`src/mipr_resolver_regs.vh`:
```
// Constants for the maskable interrupt priority resolver.
// Assumes inclusion by mipr_resolver.v, its checker and its bench; definitions only.
`ifndef MIPR_RESOLVER_REGS_VH
`define MIPR_RESOLVER_REGS_VH

// Per-source control register layout, register index = source number
`define MIPR_CTL_REQ_BIT     3
`define MIPR_CTL_LVL_MSB     2
`define MIPR_CTL_LVL_LSB     0
`define MIPR_CTL_RST         8'h00

// Flag register image (read only over the bus)
`define MIPR_FLG_IDX         7'h40
`define MIPR_FLG_I_BIT       0
`define MIPR_FLG_IPL_LSB     4
`define MIPR_FLG_IPL_MSB     6

// Effective acceptance state
`define MIPR_STAT_IDX        7'h41

// Reset values
`define MIPR_I_RST           1'b0
`define MIPR_IPL_RST         3'h0
`define MIPR_LVL_OFF         3'h0
`define MIPR_IPL_ALL_OFF     3'h7

// Cycles from last instruction cycle to new level taking effect
`define MIPR_IPL_DLY_RET     3'h2
`define MIPR_IPL_DLY_LOAD    3'h3
`define MIPR_LVL_DLY         2

// Instruction codes from the sequencer
`define MIPR_OP_NONE         3'h0
`define MIPR_OP_RET          3'h1
`define MIPR_OP_FLAG_CLEAR_INSTR         3'h2
`define MIPR_OP_FLAG_SET_INSTR         3'h3
`define MIPR_OP_POP_CONTROL_INSTR         3'h4
`define MIPR_OP_LDC          3'h5
`define MIPR_OP_LOAD_PRIORITY_LEVEL_INSTR        3'h6
`define MIPR_OP_MOVE         3'h7

// Accepted interrupt class; codes 1 to 6 in fixed hardware order, software taken first
`define MIPR_CLS_NONE        3'h0
`define MIPR_CLS_NMI         3'h1
`define MIPR_CLS_DBG         3'h2
`define MIPR_CLS_WDT         3'h3
`define MIPR_CLS_PERIPH      3'h4
`define MIPR_CLS_STEP        3'h5
`define MIPR_CLS_AMATCH      3'h6
`define MIPR_CLS_SW          3'h7

`endif

```
`src/mipr_resolver.v`:
```
// Maskable interrupt acceptance and priority resolution for the CPU.
// Assumes the sequencer and peripheral sources run on clk_sys; only nmi_n is a pin.
//
// Overview of operation
// - Global enable flag passes all maskable requests when 1, blocks when 0; resets 0.
// - Enable change by return-from-interrupt applies during that same instruction.
// - Enable change by clear, set, pop or load control applies from next instruction.
// - A source raising a request sets its pending bit.
// - Accepting a request and branching clears that source's pending bit.
// - Three-bit source level encodes 0 to 7; 0 disables, 7 is highest.
// - Accept only with enable 1, pending 1 and level above processor level.
// - Processor level n enables only levels above n; 7 blocks all maskable.
// - Enable, pending bits, source levels and processor level are stored separately.
// - Processor level from return-from-interrupt counts 2 cycles after its last cycle.
// - Processor level from pop, load or load-level counts 3 cycles after last cycle.
// - Source level written by a move counts 2 cycles after the write.
// - With several requests pending, only the highest priority one is accepted.
// - Equal programmed levels resolve by fixed hardware order, lower index first.
// - Special order: reset, pin, debugger, watchdog, peripherals, single step, address match.
// - Software interrupts skip priority comparison and always branch.
// - On branching, enable flag clears and processor level takes accepted level.
// - A request losing on priority stays pending until a lower processor level.
// - Each source has its own control register with pending bit and level.
// - Enable flag and processor level live in the flag register.

`timescale 1ns/100ps
`default_nettype none
`include "mipr_resolver_regs.vh"

module mipr_resolver #(
	parameter N_SRC = 29
) (
	// Clock and reset
	input  wire        clk_sys,
	input  wire        arst_n,
	// Register port
	input  wire [6:0]  reg_addr,
	input  wire [7:0]  reg_wdata,
	input  wire        reg_wr,
	input  wire        reg_rd,
	output reg  [7:0]  reg_rdata,
	// Peripheral request pulses
	input  wire [N_SRC-1:0] src_irq,
	// Special sources
	input  wire        nmi_n,
	input  wire        debugger_irq,
	input  wire        watchdog_irq,
	input  wire        single_step_irq,
	input  wire        addr_match_irq,
	// Instruction sequencer
	input  wire        instr_boundary,
	input  wire        instr_done,
	input  wire [2:0]  instr_op,
	input  wire        instr_i_val,
	input  wire [2:0]  instr_ipl_val,
	input  wire        sw_irq,
	input  wire [5:0]  sw_irq_num,
	// Accepted interrupt
	output reg         irq_take,
	output reg  [2:0]  irq_class,
	output reg  [5:0]  irq_id,
	output reg  [2:0]  irq_level,
	// Flag register state
	output reg         i_flag,
	output reg  [2:0]  processor_priority_level
);

	// Per-source storage
	reg        req_bit [0:N_SRC-1];
	reg [2:0]  lvl     [0:N_SRC-1];
	reg [2:0]  lvl_d1  [0:N_SRC-1];
	reg [2:0]  lvl_eff [0:N_SRC-1];

	// Effective acceptance state
	reg        i_eff;
	reg        i_arm;
	reg [2:0]  ipl_eff;
	reg [2:0]  ipl_next;
	reg [2:0]  ipl_cnt;

	// Special request latches
	reg        nmi_s1;
	reg        nmi_s2;
	reg        nmi_prev;
	reg        nmi_pend;
	reg        dbg_pend;
	reg        wdt_pend;
	reg        step_pend;
	reg        amatch_pend;

	// Resolution results
	reg        best_hit;
	reg [2:0]  best_lvl;
	reg [5:0]  best_idx;
	reg        take_now;
	reg [2:0]  next_class;
	reg [5:0]  next_id;
	reg [2:0]  next_level;
	reg [7:0]  next_rdata;

	integer    i;
	integer    j;
	integer    k;

	wire       nmi_fall = nmi_prev & ~nmi_s2;
	wire       op_load_i = (instr_op == `MIPR_OP_FLAG_CLEAR_INSTR) | (instr_op == `MIPR_OP_FLAG_SET_INSTR) |
	                       (instr_op == `MIPR_OP_POP_CONTROL_INSTR) | (instr_op == `MIPR_OP_LDC);
	wire       op_load_ipl = (instr_op == `MIPR_OP_POP_CONTROL_INSTR) | (instr_op == `MIPR_OP_LDC) |
	                         (instr_op == `MIPR_OP_LOAD_PRIORITY_LEVEL_INSTR);
	wire       periph_win = take_now & (next_class == `MIPR_CLS_PERIPH);

	// Pin synchroniser; first stage feeds only the second
	always @(posedge clk_sys or negedge arst_n) begin
		if (!arst_n) begin
			nmi_s1   <= 1'b1;
			nmi_s2   <= 1'b1;
			nmi_prev <= 1'b1;
		end else begin
			nmi_s1   <= nmi_n;
			nmi_s2   <= nmi_s1;
			nmi_prev <= nmi_s2;
		end
	end

	// Highest level among eligible sources; lower index wins ties
	always @* begin
		best_hit = 1'b0;
		best_lvl = `MIPR_LVL_OFF;
		best_idx = 6'h00;
		for (i = 0; i < N_SRC; i = i + 1) begin
			if (req_bit[i] && (lvl_eff[i] > ipl_eff) && (!best_hit || lvl_eff[i] > best_lvl)) begin
				best_hit = 1'b1;
				best_lvl = lvl_eff[i];
				best_idx = i[5:0];
			end
		end
	end

	// Fixed order of the special sources around the peripherals
	always @* begin
		take_now   = 1'b0;
		next_class = `MIPR_CLS_NONE;
		next_id    = 6'h00;
		next_level = processor_priority_level;
		if (sw_irq) begin
			take_now   = 1'b1;
			next_class = `MIPR_CLS_SW;
			next_id    = sw_irq_num;
		end else if (instr_boundary) begin
			if (nmi_pend) begin
				take_now   = 1'b1;
				next_class = `MIPR_CLS_NMI;
			end else if (dbg_pend) begin
				take_now   = 1'b1;
				next_class = `MIPR_CLS_DBG;
			end else if (wdt_pend) begin
				take_now   = 1'b1;
				next_class = `MIPR_CLS_WDT;
			end else if (i_eff && best_hit) begin
				take_now   = 1'b1;
				next_class = `MIPR_CLS_PERIPH;
				next_id    = best_idx;
				next_level = best_lvl;
			end else if (step_pend) begin
				take_now   = 1'b1;
				next_class = `MIPR_CLS_STEP;
			end else if (amatch_pend) begin
				take_now   = 1'b1;
				next_class = `MIPR_CLS_AMATCH;
			end
		end
	end

	// Special pending latches; a new event beats the clear
	always @(posedge clk_sys or negedge arst_n) begin
		if (!arst_n) begin
			nmi_pend    <= 1'b0;
			dbg_pend    <= 1'b0;
			wdt_pend    <= 1'b0;
			step_pend   <= 1'b0;
			amatch_pend <= 1'b0;
		end else begin
			if (take_now && next_class == `MIPR_CLS_NMI)
				nmi_pend <= 1'b0;
			if (take_now && next_class == `MIPR_CLS_DBG)
				dbg_pend <= 1'b0;
			if (take_now && next_class == `MIPR_CLS_WDT)
				wdt_pend <= 1'b0;
			if (take_now && next_class == `MIPR_CLS_STEP)
				step_pend <= 1'b0;
			if (take_now && next_class == `MIPR_CLS_AMATCH)
				amatch_pend <= 1'b0;
			if (nmi_fall)
				nmi_pend <= 1'b1;
			if (debugger_irq)
				dbg_pend <= 1'b1;
			if (watchdog_irq)
				wdt_pend <= 1'b1;
			if (single_step_irq)
				step_pend <= 1'b1;
			if (addr_match_irq)
				amatch_pend <= 1'b1;
		end
	end

	// Per-source control registers
	always @(posedge clk_sys or negedge arst_n) begin
		if (!arst_n) begin
			for (j = 0; j < N_SRC; j = j + 1) begin
				req_bit[j] <= 1'b0;
				lvl[j]     <= `MIPR_LVL_OFF;
				lvl_d1[j]  <= `MIPR_LVL_OFF;
				lvl_eff[j] <= `MIPR_LVL_OFF;
			end
		end else begin
			for (j = 0; j < N_SRC; j = j + 1) begin
				lvl_d1[j]  <= lvl[j];
				lvl_eff[j] <= lvl_d1[j];
				if (reg_wr && reg_addr == j[6:0]) begin
					lvl[j] <= reg_wdata[`MIPR_CTL_LVL_MSB:`MIPR_CTL_LVL_LSB];
					if (!reg_wdata[`MIPR_CTL_REQ_BIT])
						req_bit[j] <= 1'b0;
				end
				if (periph_win && next_id == j[5:0])
					req_bit[j] <= 1'b0;
				if (src_irq[j])
					req_bit[j] <= 1'b1;
			end
		end
	end

	// Flag register: enable flag and processor level
	always @(posedge clk_sys or negedge arst_n) begin
		if (!arst_n) begin
			i_flag                   <= `MIPR_I_RST;
			i_eff                    <= `MIPR_I_RST;
			i_arm                    <= 1'b0;
			processor_priority_level <= `MIPR_IPL_RST;
			ipl_eff                  <= `MIPR_IPL_RST;
			ipl_next                 <= `MIPR_IPL_RST;
			ipl_cnt                  <= 3'h0;
		end else if (take_now) begin
			// Branch state takes hold at once
			i_flag                   <= 1'b0;
			i_eff                    <= 1'b0;
			i_arm                    <= 1'b0;
			processor_priority_level <= next_level;
			ipl_eff                  <= next_level;
			ipl_cnt                  <= 3'h0;
		end else begin
			if (instr_boundary && i_arm) begin
				i_eff <= i_flag;
				i_arm <= 1'b0;
			end
			if (ipl_cnt == 3'h1)
				ipl_eff <= ipl_next;
			if (ipl_cnt != 3'h0)
				ipl_cnt <= ipl_cnt - 3'h1;
			if (instr_done) begin
				case (instr_op)
				`MIPR_OP_RET: begin
					i_flag                   <= instr_i_val;
					i_eff                    <= instr_i_val;
					i_arm                    <= 1'b0;
					processor_priority_level <= instr_ipl_val;
					ipl_next                 <= instr_ipl_val;
					ipl_cnt                  <= `MIPR_IPL_DLY_RET;
				end
				`MIPR_OP_FLAG_CLEAR_INSTR: begin
					i_flag <= 1'b0;
					i_arm  <= 1'b1;
				end
				`MIPR_OP_FLAG_SET_INSTR: begin
					i_flag <= 1'b1;
					i_arm  <= 1'b1;
				end
				`MIPR_OP_POP_CONTROL_INSTR, `MIPR_OP_LDC: begin
					i_flag                   <= instr_i_val;
					i_arm                    <= 1'b1;
					processor_priority_level <= instr_ipl_val;
					ipl_next                 <= instr_ipl_val;
					ipl_cnt                  <= `MIPR_IPL_DLY_LOAD;
				end
				`MIPR_OP_LOAD_PRIORITY_LEVEL_INSTR: begin
					processor_priority_level <= instr_ipl_val;
					ipl_next                 <= instr_ipl_val;
					ipl_cnt                  <= `MIPR_IPL_DLY_LOAD;
				end
				default: begin
					i_arm <= i_arm;
				end
				endcase
			end
		end
	end

	// Accepted interrupt report
	always @(posedge clk_sys or negedge arst_n) begin
		if (!arst_n) begin
			irq_take  <= 1'b0;
			irq_class <= `MIPR_CLS_NONE;
			irq_id    <= 6'h00;
			irq_level <= `MIPR_LVL_OFF;
		end else begin
			irq_take <= take_now;
			if (take_now) begin
				irq_class <= next_class;
				irq_id    <= next_id;
				irq_level <= next_level;
			end
		end
	end

	// Register read mux
	always @* begin
		next_rdata = 8'h00;
		if (reg_addr < N_SRC) begin
			for (k = 0; k < N_SRC; k = k + 1) begin
				if (reg_addr == k[6:0])
					next_rdata = {4'h0, req_bit[k], lvl[k]};
			end
		end else if (reg_addr == `MIPR_FLG_IDX) begin
			next_rdata = {1'b0, processor_priority_level, 3'h0, i_flag};
		end else if (reg_addr == `MIPR_STAT_IDX) begin
			next_rdata = {1'b0, ipl_eff, 3'h0, i_eff};
		end
	end

	always @(posedge clk_sys or negedge arst_n) begin
		if (!arst_n)
			reg_rdata <= 8'h00;
		else if (reg_rd)
			reg_rdata <= next_rdata;
		else
			reg_rdata <= 8'h00;
	end

endmodule // mipr_resolver

`default_nettype wire

```
`config.mk`:
```
export PLATFORM = sky130hd
export DESIGN_NAME = mipr_resolver
export DESIGN_NICKNAME = d
export VERILOG_FILES = /design/src/mipr_resolver.v
export VERILOG_INCLUDE_DIRS = /design/src
export SDC_FILE = /design/constraint.sdc
export NUM_CORES = 1
export LEC_CHECK = 0
export BUFFER_PORTS_ARGS = -buffer_cell sky130_fd_sc_hd__buf_4
export CORE_MARGIN = 5
export CORE_UTILIZATION = 60
export CTS_BUF_LIST = sky130_fd_sc_hd__clkbuf_16
export CTS_CLUSTER_DIAMETER = 60
export DETAILED_ROUTE_END_ITERATION = 8
export PLACE_DENSITY = 0.78
export SETUP_SLACK_MARGIN = 0.05
export SKIP_LAST_GASP = 1
export SLEW_MARGIN = 10
export SYNTH_ARGS = -nofsm -noshare
export SYNTH_HDL_FRONTEND = slang
export SYNTH_SLANG_ARGS = --single-unit
```
`constraint.sdc`:
```
create_clock -name clk_sys -period 65.5 [get_ports clk_sys]
set_input_delay 13.1 -clock clk_sys [delete_from_list [all_inputs] [get_ports clk_sys]]
set_output_delay 13.1 -clock clk_sys [all_outputs]
set_load 0.02 [all_outputs]
```
==> flow_metrics.py <==
metrics = {
    "detailed_routing": {
        "routed_via_density": 6.56,
        "wirelength_mm": 52.3,
        "num_vias": 15033,
        "drtIter0Drc": 1616,
        "wl_per_cell_um": 22.8,
        "drc": 0,
        "dr.pass1.iters": 7,
        "ant_nets": 0,
    },
    "cts": {
        "root_buffer": "clkbuf_16",
        "cts.repair.resized": 0,
        "cts_tree": "done",
        "cts.sinks": 333,
        "htreeDepth": 2,
        "numCtsBuffers": 35,
        "cts_setup_buffers": 0,
        "hold_buffers": 0,
        "clk_latency_ns": 0.53,
        "clkTransAtPathRegs_ns": 0.06,
        "clk_path_buf_depth": 3,
    },
    "timing": {
        "rsz0062_at_grt": "false",
        "timing.hold.ws_ns": 0.343,
        "setup_tns_ns": 0,
        "tightestPinTransition_ns": 1.14,
        "clock_skew_ns": 0.0261,
        "slew_viol_final": 0,
        "maxSlewHeadroom_pct": 23.2,
        "hold_viol_final": 0,
        "finalSetupViolCount": 0,
        "max_clock_freq_ghz": 0.0199,
        "timing.final.crit_share_pct": 76.8,
        "period_minus_slack_ns": 50.32,
    },
    "critical_path": {
        "critPathKind": "flop to flop",
        "cp-end-kind": "flop",
        "required_ns": 65.91,
        "timing.rr.start": "ipl_eff[1]",
        "rr_worst_depth": 230,
        "crit_buf_inv": 15,
        "critPathLaunchType": "flop",
        "critPathSlowestCell": "a221oi_1",
        "critPathMaxStageDelay_ns": 0.81,
        "r2r_slack_ns": 15.18,
        "critPathMaxFanout": 13,
        "r2r_end": "req_bit[20]",
        "critPathTopFamily": "compound AO/OA/AOI/OAI gates",
        "critPathArrivalTime_ns": 50.74,
        "crit_top_cell": "a21oi_1",
    },
    "worst_hold_path": {
        "whs_endpoint": "lvl_eff[18]",
        "hold_class": "flop to flop",
        "whs_path_depth": 0,
        "hp-start": "lvl_d1[18]",
    },
    "die": {
        "io_pins": 94,
        "start_util_pct": 61.0,
        "die_h_um": 184,
        "core_mm2": 0.0298,
        "die_area_mm2": 0.0339,
        "rows": 63,
        "die_w_um": 184,
    },
    "yosys": {
        "async_flop_share_pct": 100,
        "synth_cell_types": 93,
        "synth_seq_cells": 333,
        "netlist_instances": 1780,
        "seq_area_frac_synth_pct": 45.9,
        "yosysWarnings": 0,
        "synth_nets": 2004,
        "netlist_area_mm2": 0.0182,
        "synthFlopType": "dfrtp_1",
        "synth_area_per_cell_um2": 10.2,
        "synth_edf_count": 0,
    },
    "pwr": {
        "power.density_mw_per_mm2": 39.6,
        "p_leak_nw": 9.60,
        "ir_worst_vdd_mv": 0.0261,
    },
    "place": {
        "numPortBuffers": 88,
        "dpl.hpwl_mm": 38.5,
        "gp_congestion": 0.941,
    },
    "layout": {
        "post-route-util_pct": 68.6,
        "n_antenna_cell": 0,
        "nFillCells": 2230,
        "fin_nets": 2100,
        "mostFrequentLayoutCell": "dfrtp_1",
        "layout_common_cells": "dfrtp_1, nand2_1, ha_1",
        "drive_gt1_share_pct": 16.4,
        "areaGrowthSynthToFinish_pct": 12.6,
    },
    "global_route": {
        "antenna_found_initial": 0,
        "gr-usage-met3_pct": 6.93,
        "met2_usage_pct": 47.9,
        "grt_max_degree": 197,
        "overflow": 0,
        "grt_usage_pct": 30.9,
        "gr-usage-met1_pct": 43.0,
        "top_usage_layer": "met2",
        "grt_pass1_wl_mm": 82.3,
        "grt_pass1_vias": 14779,
    },
    "status": {
        "status": "finished clean",
    },
    "flow_run": {
        "maxCapViolCount": 0,
    },
}
worst reg2reg max path, delay by kind of cell, from the launching register on:
kind                     cells  cell delay, ns
multiplexers                 4            1.35
buffers and inverters       15            2.13
adder cells (fa/ha/maj)     31            9.10
flip-flops                   1            0.41
AND/OR/NAND/NOR             64           12.49
AO/OA/AOI/OAI              116           24.76
how the worst max path moves through the flow:
stage | start | endpoint | slack (ns) | depth (start not counted)
finish | ipl_eff[1] | req_bit[20] | 15.18 | 230
global route | ipl_eff[1] | req_bit[23] | 11.46 | 233
CTS | ipl_eff[1] | req_bit[20] | 15.97 | 229
detailed placement | ipl_eff[1] | req_bit[20] | 16.19 | 231
global placement | ipl_eff[1] | req_bit[20] | 17.48 | 225
floorplan | ipl_eff[1] | req_bit[23] | 24.30 | 224
cell families (layout without fill, tap and decap cells):
group	Yosys count	after routing	share of synthesized area [%]
adders and majority gates	157	157	10.8
DFF	333	333	45.9
buffers and inverters	159	280	3.41
xor gates and xnor gates	1	1	0.0482
AOI/OAI and AO/OA	471	471	18.2
and+or+nand+nor	545	545	14.7
muxes	113	113	6.95
other	1	1	0.0206
synth_stat cells (14+ instances only):
cell type | instances | area, um^2
o21ai_0 | 86 | 430
o211ai_1 | 18 | 135
nor2b_1 | 39 | 244
o21a_1 | 21 | 158
and2_1 | 15 | 93.8
clkbuf_1 | 32 | 120
nand2b_1 | 17 | 106
nand2_1 | 160 | 601
inv_1 | 119 | 447
and3_1 | 14 | 87.6
mux2_2 | 101 | 1140
a21o_1 | 19 | 143
or2_2 | 15 | 93.8
a31oi_1 | 20 | 125
nand3_1 | 76 | 380
a21oi_1 | 109 | 546
nor3_1 | 38 | 190
dfrtp_1 | 330 | 8260
a22oi_1 | 29 | 218
ha_1 | 155 | 1940
nor2_1 | 107 | 402
through the flow:
| stage | setup slack (ns) | area (um^2) | std cells | power, W |
|---|---|---|---|---|
| 6_report | 15.18 | 20400 | 2291 | 0.000810 |
| 5_1_grt | 11.46 | 20400 | 2291 | 0.000862 |
| 4_1_cts | 15.97 | 20400 | 2291 | 0.000805 |
| 3_5_place_dp | 16.19 | 19200 | 2229 | 0.000597 |
| 3_3_place_gp | 17.48 | 19200 | 2229 | 0.000580 |
| 2_1_floorplan | 24.30 | 18200 | 1780 | 0.000495 |
where the power goes:
part / leakage, nW / internal (W) / switching, W
Clock: 0.607 / 0.000124 / 0.0000824
Combinational: 4.67 / 0.000145 / 0.000224
Sequential: 4.32 / 0.000221 / 0.0000137
Total: 9.60 / 0.000490 / 0.000320
flip-flops by register name, indices dropped and copies added (netlist names), 3 cells and up:
signal,count
ipl_cnt,3
ipl_eff,3
ipl_next,3
irq_class,3
irq_id,6
irq_level,3
lvl,87
lvl_d1,87
lvl_eff,87
processor_priority_level,3
reg_rdata,7
req_bit,29
cell type report:
cell class	instances	area [um^2]	share of cell area, %
Inverter	120	450	2.20
Sequential cell	333	8340	40.8
Tap cell	390	488	2.39
Multi-Input combinational cell	1288	9210	45.0
Timing Repair Buffer	98	756	3.70
Clock inverter	26	307	1.50
Clock buffer	36	901	4.41
layer usage:
layer  routed length [um]  vias up
met3                 4840      160
li1                     -     6737
met1                21600     7364
met2                23600      772
met4                 2210        0
met5                    0        -
Power figures use the tool's default switching activity.
